--- config.mk ---
export PLATFORM = sky130hd
export DESIGN_NAME = dmp_port
export DESIGN_NICKNAME = d
export VERILOG_FILES = /design/src/logic/dmp_sync.v /design/src/logic/dmp_port.v
export VERILOG_INCLUDE_DIRS = /design/src /design/src/logic
export SDC_FILE = /design/constraint.sdc
export NUM_CORES = 1
export LEC_CHECK = 0
export BUFFER_PORTS_ARGS = -buffer_cell sky130_fd_sc_hd__buf_2
export CORE_ASPECT_RATIO = 1.1
export CORE_MARGIN = 3
export CORE_UTILIZATION = 47
export DETAILED_ROUTE_END_ITERATION = 8
export GPL_TIMING_DRIVEN = 0
export PLACE_DENSITY = 0.9
export SLEW_MARGIN = 20
export SYNTH_ARGS = -nofsm -noshare
export SYNTH_HDL_FRONTEND = slang
export SYNTH_HIERARCHICAL = 1
export SYNTH_SLANG_ARGS = --single-unit
--- constraint.sdc ---
create_clock -name CLK_IN -period 4.82 [get_ports CLK_IN]
set_input_delay 0.482 -clock CLK_IN [delete_from_list [all_inputs] [get_ports CLK_IN]]
set_output_delay 0.482 -clock CLK_IN [all_outputs]
set_load 0.05 [all_outputs]
--- src/logic/dmp_regs.vh ---
`ifndef DMP_REGS_VH
`define DMP_REGS_VH
// Port widths
`define DMP_ADDR_W      32
`define DMP_DATA_W      40
`define DMP_WORD_W      32
`define DMP_WORD_LSB    8
`define DMP_BANKS       4
`define DMP_BANK_SEL_W  2
// Default bank decode: two top address bits pick the bank
`define DMP_BANK_LSB    30
// Default page size as log2 of words
`define DMP_PAGE_LOG2   8
// Core port command encodings
`define DMP_CMD_IDLE    2'b00
`define DMP_CMD_READ    2'b01
`define DMP_CMD_WRITE   2'b10
`endif

--- src/logic/dmp_sync.v ---
`timescale 1ns/1ps
`include "dmp_regs.vh"
module dmp_sync #(
    parameter RESET_VAL = 1'b1
) (
    // Clock and reset
    input  wire clk_in,
    input  wire reset_in,
    // Asynchronous level in, synchronised level out
    input  wire async_in,
    output wire sync_out
);
    reg stage1_q;
    reg stage2_q;

    // Two stages; only the second stage is read
    always @(posedge clk_in or posedge reset_in) begin
        if (reset_in) begin
            stage1_q <= RESET_VAL;
            stage2_q <= RESET_VAL;
        end else begin
            stage1_q <= async_in;
            stage2_q <= stage1_q;
        end
    end

    assign sync_out = stage2_q;
endmodule

--- src/logic/dmp_port.v ---
`timescale 1ns/1ps
`include "dmp_regs.vh"
// What this block does
// - Read strobe asserted throughout every read cycle
// - Write strobe asserted throughout every write cycle
// - Deasserted acknowledge inserts wait states, holds access
// - Page output flags access crossing configured page
// - Float input low floats address, data, selects, strobes
// - Float during access halts core, access pending
// - Bus request: finish cycle, halt, float, grant
// - Grant held while request held, then resume
// - Reset gives known state, strobes inactive
// - 32-bit words ride data bus bits 39 to 8
// - Bank selects decoded from the address
module dmp_port #(
    parameter BANK_LSB  = `DMP_BANK_LSB,
    parameter PAGE_LOG2 = `DMP_PAGE_LOG2
) (
    // Clock and reset
    input  wire                        CLK_IN,
    input  wire                        RESET_IN,
    // Core request side
    input  wire [1:0]                  CORE_CMD_IN,
    input  wire [`DMP_ADDR_W-1:0]      CORE_ADDR_IN,
    input  wire [`DMP_WORD_W-1:0]      CORE_WDATA_IN,
    input  wire                        CORE_EXT_IN,
    output wire                        CORE_READY_OUT,
    output wire                        CORE_HALT_OUT,
    output reg  [`DMP_DATA_W-1:0]      CORE_RDATA_OUT,
    output reg                         CORE_RVALID_OUT,
    // Memory address and selects
    output reg  [`DMP_ADDR_W-1:0]      ADDR_OUT,
    output wire                        ADDR_OE_OUT,
    output reg  [`DMP_BANKS-1:0]       BANK_SEL_N_OUT,
    // Memory data bus
    input  wire [`DMP_DATA_W-1:0]      DATA_IN,
    output reg  [`DMP_DATA_W-1:0]      DATA_OUT,
    output wire                        DATA_OE_OUT,
    // Strobes and page flag
    output wire                        READ_STROBE_N_OUT,
    output wire                        WRITE_STROBE_N_OUT,
    output wire                        STROBE_OE_OUT,
    output reg                         PAGE_CROSSING_OUT,
    // Memory handshake and float
    input  wire                        ACKNOWLEDGE_IN,
    input  wire                        PORT_FLOAT_N_IN,
    // Bus hold
    input  wire                        HOLD_REQUEST_N_IN,
    output wire                        HOLD_GRANT_N_OUT
);
    ////////////////////////////////////////////////////////////////////////////
    // States
    // Hold is a state of its own so no access can start while granted
    localparam ST_IDLE  = 2'd0;
    localparam ST_READ  = 2'd1;
    localparam ST_WRITE = 2'd2;
    localparam ST_HOLD  = 2'd3;

    reg  [1:0]             state_q;
    reg  [1:0]             state_d;
    reg                    grant_q;
    // Last address seen, for the page-crossing compare
    reg  [`DMP_ADDR_W-1:0] last_addr_q;
    reg                    last_valid_q;
    wire                   hold_req_n;
    wire                   access_on;
    wire                   floated;
    wire                   done;
    wire                   start;
    wire                   rd_done;

    // Request is asynchronous, so it passes two flops first
    // The two cycles of latency delay the grant, and after release also the return to idle and the next access
    dmp_sync #(
        .RESET_VAL (1'b1)
    ) u_req_sync (
        .clk_in    (CLK_IN),
        .reset_in  (RESET_IN),
        .async_in  (HOLD_REQUEST_N_IN),
        .sync_out  (hold_req_n)
    );

    ////////////////////////////////////////////////////////////////////////////
    // Helpers
    // Active-low one-hot select from the bank field of the address
    function [`DMP_BANKS-1:0] bank_dec;
        input [`DMP_ADDR_W-1:0] a;
        reg   [`DMP_BANK_SEL_W-1:0] b;
        begin
            b = a[BANK_LSB +: `DMP_BANK_SEL_W];
            bank_dec = ~({{(`DMP_BANKS-1){1'b0}}, 1'b1} << b);
        end
    endfunction

    // Page number: the address bits above the page size
    function [`DMP_ADDR_W-PAGE_LOG2-1:0] page_of;
        input [`DMP_ADDR_W-1:0] a;
        begin
            page_of = a[`DMP_ADDR_W-1:PAGE_LOG2];
        end
    endfunction

    ////////////////////////////////////////////////////////////////////////////
    // Handshake terms
    // Access in progress, stalled or not
    assign access_on = (state_q == ST_READ) || (state_q == ST_WRITE);
    // Float floats the pins in any state; mid access it also keeps the access from completing
    assign floated   = ~PORT_FLOAT_N_IN;
    // An access completes only when acknowledged and not floated
    assign done      = access_on && ACKNOWLEDGE_IN && !floated;
    // Ready is combinational; in idle a command is taken on the very next edge, after done one edge later
    assign CORE_READY_OUT = (state_q == ST_IDLE && hold_req_n) || done;
    assign CORE_HALT_OUT  = (state_q == ST_HOLD) || (access_on && !done);
    // A new access is launched on the edge that leaves idle for read or write
    assign start   = (state_q == ST_IDLE) && (state_d == ST_READ || state_d == ST_WRITE);
    // Read data is only worth capturing on the edge a read completes
    assign rd_done = done && (state_q == ST_READ);

    ////////////////////////////////////////////////////////////////////////////
    // Next state: new access starts only from idle with no hold pending
    // Hold is entered only from idle or at the end of an access
    always @* begin
        state_d = state_q;
        case (state_q)
            ST_IDLE: begin
                // A pending hold wins over a new core command
                if (!hold_req_n) begin
                    state_d = ST_HOLD;
                end else if (CORE_EXT_IN && CORE_CMD_IN == `DMP_CMD_READ) begin
                    state_d = ST_READ;
                end else if (CORE_EXT_IN && CORE_CMD_IN == `DMP_CMD_WRITE) begin
                    state_d = ST_WRITE;
                end
            end
            ST_READ, ST_WRITE: begin
                // Current cycle finishes before a hold is honoured
                if (done) begin
                    state_d = hold_req_n ? ST_IDLE : ST_HOLD;
                end
            end
            ST_HOLD: begin
                // Hold ends once the synchronised request is high
                if (hold_req_n) begin
                    state_d = ST_IDLE;
                end
            end
            // Unused code falls back to idle
            default: state_d = ST_IDLE;
        endcase
    end

    // State, grant and strobes reset to inactive
    always @(posedge CLK_IN or posedge RESET_IN) begin
        if (RESET_IN) begin
            state_q <= ST_IDLE;
            // Sync stage also resets high, so no grant follows reset
            grant_q <= 1'b0;
        end else begin
            state_q <= state_d;
            // Grant one cycle into hold, once strobes have already gone high
            grant_q <= (state_q == ST_HOLD) && hold_req_n == 1'b0;
        end
    end

    ////////////////////////////////////////////////////////////////////////////
    // Address, data and page tracking, latched at access start
    always @(posedge CLK_IN or posedge RESET_IN) begin
        if (RESET_IN) begin
            ADDR_OUT          <= {`DMP_ADDR_W{1'b0}};
            BANK_SEL_N_OUT    <= {`DMP_BANKS{1'b1}};
            DATA_OUT          <= {`DMP_DATA_W{1'b0}};
            PAGE_CROSSING_OUT <= 1'b0;
            last_addr_q       <= {`DMP_ADDR_W{1'b0}};
            last_valid_q      <= 1'b0;
        end else if (start) begin
            ADDR_OUT       <= CORE_ADDR_IN;
            BANK_SEL_N_OUT <= bank_dec(CORE_ADDR_IN);
            DATA_OUT       <= {CORE_WDATA_IN, {`DMP_WORD_LSB{1'b0}}};
            PAGE_CROSSING_OUT <= last_valid_q &&
                (page_of(CORE_ADDR_IN) != page_of(last_addr_q));
            last_addr_q    <= CORE_ADDR_IN;
            // First access after reset has nothing to compare with
            last_valid_q   <= 1'b1;
        end else if (done) begin
            // Selects released so a bank is not held after the access
            // Address and data stay put; only the select and flag drop
            BANK_SEL_N_OUT    <= {`DMP_BANKS{1'b1}};
            PAGE_CROSSING_OUT <= 1'b0;
        end
    end

    // Read data captured on the completing edge
    always @(posedge CLK_IN or posedge RESET_IN) begin
        if (RESET_IN) begin
            CORE_RDATA_OUT  <= {`DMP_DATA_W{1'b0}};
            CORE_RVALID_OUT <= 1'b0;
        end else begin
            CORE_RVALID_OUT <= rd_done;
            // Full 40-bit bus kept; 32-bit words sit in bits 39 to 8
            if (rd_done) begin
                CORE_RDATA_OUT <= DATA_IN;
            end
        end
    end

    ////////////////////////////////////////////////////////////////////////////
    // Pin drive: float while floated or granted
    // Strobes come straight from the state, so they last the whole access
    assign READ_STROBE_N_OUT  = ~(state_q == ST_READ);
    assign WRITE_STROBE_N_OUT = ~(state_q == ST_WRITE);
    // Hold drives the strobes high for one cycle and floats only with grant,
    // so memory never sees a strobe cut off while the pins float
    assign ADDR_OE_OUT   = !floated && !grant_q;
    assign STROBE_OE_OUT = ADDR_OE_OUT;
    // Data is driven only while writing, so a read never fights memory
    assign DATA_OE_OUT   = ADDR_OE_OUT && state_q == ST_WRITE;
    // Grant pin is the inverse of a register, free of glitches
    assign HOLD_GRANT_N_OUT = ~grant_q;
endmodule

==> flow_summary_export.csv <==
group,metric,value,unit
setup_path,cp_max_fo,7,
cts,cts_setup_buffers,0,
cells_and_area,final_util,67.4,%
setup_path,crit_type,"reg2out",
setup_path,critical_path.endpoint_type,"output pin",
logic_synthesis,yosysMostFrequentCell,"dfrtp_1",
cts,holdBufCountCts,0,
logic_synthesis,synth_ff_type,"dfrtp_1",
floorplan,ios,238,
logic_synthesis,synth_top_cell_area_share,54.6,%
cts,clock_path_buffers,2,
cells_and_area,diodes,0,
timing,worst_slack,2.21,ns
floorplan,coreArea,10400,um^2
global_routing,grt_pass1_vias,3980,
hold_path,hp-class,"in2async",
logic_synthesis,synth-seq-cells,116,
timing,setup_viol_count_final,0,
routing,vias,3652,
global_routing,antenna_found_initial,1,
cells_and_area,nFillCells,772,
floorplan,start_util,48.3,%
cells_and_area,fin_nets,711,
logic_synthesis,synth_common_cells,"110 x dfrtp_1, 65 x mux2_2, 39 x mux2_4",
routing,vias_per_cell,4.87,
cts,clk_pin_slew,0.06,ns
routing,routed_wl,12400,um
cells_and_area,synthToLayoutAreaGrowth,39.7,%
timing,drv_slew,0,
global_routing,track_usage,21.1,%
timing,fin_setup_tns,0,ns
floorplan,chipWidth,105,um
cts,cts_max_level,4,
global_routing,grt_pass1_wl,19900,um
placed_design,dp_hpwl,9400,um
floorplan,row_count,39,
timing,clock.fmax,383,MHz
logic_synthesis,synth_edf_count,0,
logic_synthesis,yosysSeqAreaShare,57.7,%
routing,post_drt_wl_per_cell,16.5,um
setup_path,required,4.34,ns
cts,cts_tree,"built",
timing,finalCritPeriodShare,54.1,%
setup_path,r2r-start,"state_q[1]",
cts,clock_sinks,116,
timing,tightest_slew,0.534,ns
placed_design,gp_congestion,0.838,
cells_and_area,layout-drive-gt1-share,65.4,%
routing,drc_errors,0,
logic_synthesis,syn_inst,338,
floorplan,dieArea,12000,um^2
logic_synthesis,yosys.cell_types.count,33,
logic_synthesis,synth_area,5040,um^2
logic_synthesis,syn_avg_cell_area,14.9,um^2
timing,rsz0062_at_grt,"no",
floorplan,die_h,115,um
placed_design,place_ws,2.35,ns
timing,fin_crit,2.61,ns
timing,slew_headroom,64.4,%
global_routing,grt_max_degree,67,
global_routing,grt_overflow,0,
cts,cts.repair.resized,0,
setup_path,rrSetupSlack,2.31,ns
routing,drt_iter0_drc,132,
setup_path,start_kind,"flip-flop",
routing,drt_first_pass_iters,5,
run,maxCapViolCount,0,
run_status,outcome,"finished, final reports clean",
cts,root_buffer,"clkbuf_16",
logic_synthesis,yosys_warnings,6,
routing,drt.antenna.violating_nets,0,
logic_synthesis,ys_async_sr_fraction,100,%
setup_path,cp.arrival,2.13,ns
timing,fin_worst_skew,0.00906,ns
logic_synthesis,synthTopCellsByArea,"dfrtp_1 55%, mux2_2 15%, mux2_4 12%, dfstp_2 3.1%, xor2_1 2.8%",
timing,hold_viol,0,
setup_path,startpoint,"state_q[1]",
setup_path,r2r-end,"DATA_OUT[28]",
placed_design,io_buffers,229,
setup_path,ff2ff_path_depth,9,
cts,cts-buffers-inserted,17,
logic_synthesis,yosys.area.top_type,"dfrtp_1",
cts,clock_latency,0.41,ns
sequential cells by signal (all words and copies together), names as in the netlist:
register	count
BANK_SEL_N_OUT	4
CORE_RDATA_OUT	40
CORE_RVALID_OUT	1
DATA_OUT	32
PAGE_CROSSING_OUT	1
grant_q	1
last_addr_q	32
last_valid_q	1
state_q	2
u_req_sync/stage1_q	1
u_req_sync/sync_out	1
cells by family after synthesis:
family	Yosys count	share of synthesized area, %
buffers and inverters	32	4.10
flip-flops	116	57.7
other	1	0.0744
AO/OA/AOI/OAI	19	2.66
AND/OR/NAND/NOR	35	3.53
XOR/XNOR	26	4.52
multiplexers	104	26.1
adder cells (fa/ha/maj)	5	1.24
how the worst max path moves through the flow:
| stage | end | depth (start not counted) |
|---|---|---|
| CTS | CORE_HALT_OUT | 6 |
| floorplan | CORE_RDATA_OUT[0] | 1 |
| finish | CORE_HALT_OUT | 6 |
| global route | CORE_HALT_OUT | 6 |
| detailed placement | last_addr_q[6] | 9 |
| global placement | DATA_OUT[26] | 2 |
through the flow:
step                cells  hold WS (ns)  instance area [um^2]
detailed placement    718         0.354                  6420
global placement      717         0.348                  6390
CTS                   750         0.108                  7040
floorplan             345         0.345                  5070
global route          750         0.125                  7040
finish                750         0.104                  7040
worst max-delay path, stage by stage (launching register included):
cell and delay (ns):
dfrtp_1 0.48, inv_1 0.16, ha_1 0.36, inv_1 0.10, a21oi_1 0.22, or2_2 0.15, buf_2 0.25
layout by cell type (no fill, tap or decap), types with 2 or more instances in the layout:
cell type	synthesis	routed
a21oi_1	8	8
buf_2	6	235
buf_4	9	9
buf_6	6	6
bufinv_16	0	3
clkbuf_16	0	17
clkinv_4	0	4
clkinvlp_4	0	4
conb_1	1	8
dfrtp_1	110	110
dfstp_2	6	6
ha_1	5	5
inv_1	10	9
inv_6	0	3
mux2_2	65	65
mux2_4	39	39
nand2_1	9	9
nand2b_1	2	2
nand3_1	3	3
nand4_1	3	3
nor2_1	7	7
nor2b_1	2	2
nor3b_1	2	2
nor4_1	4	4
o21ai_0	3	3
o22ai_1	2	2
xnor2_1	10	10
xor2_1	16	16
layer usage:
layer | global-route usage, % | vias up | part of all wire, %
li1 | - | 1666 | -
met1 | 23.7 | 1785 | 38
met2 | 36.9 | 174 | 53
met3 | 6.94 | 25 | 7.7
met4 | 8.84 | 2 | 1.8
met5 | 0 | - | 0.16
final cells by class:
class	count	area (um^2)	area share (%)
clock inverter	14	178	2.52
buffer	22	169	2.40
sequential	116	2910	41.3
clock buffer	18	439	6.24
inverter	10	42.5	0.604
multi-input combinational	197	1950	27.7
tap	143	179	2.54
timing repair buffer	230	1170	16.7
Power is not shown: default switching activity piles up to over one toggle a cycle in this logic, so the estimate is an artifact.
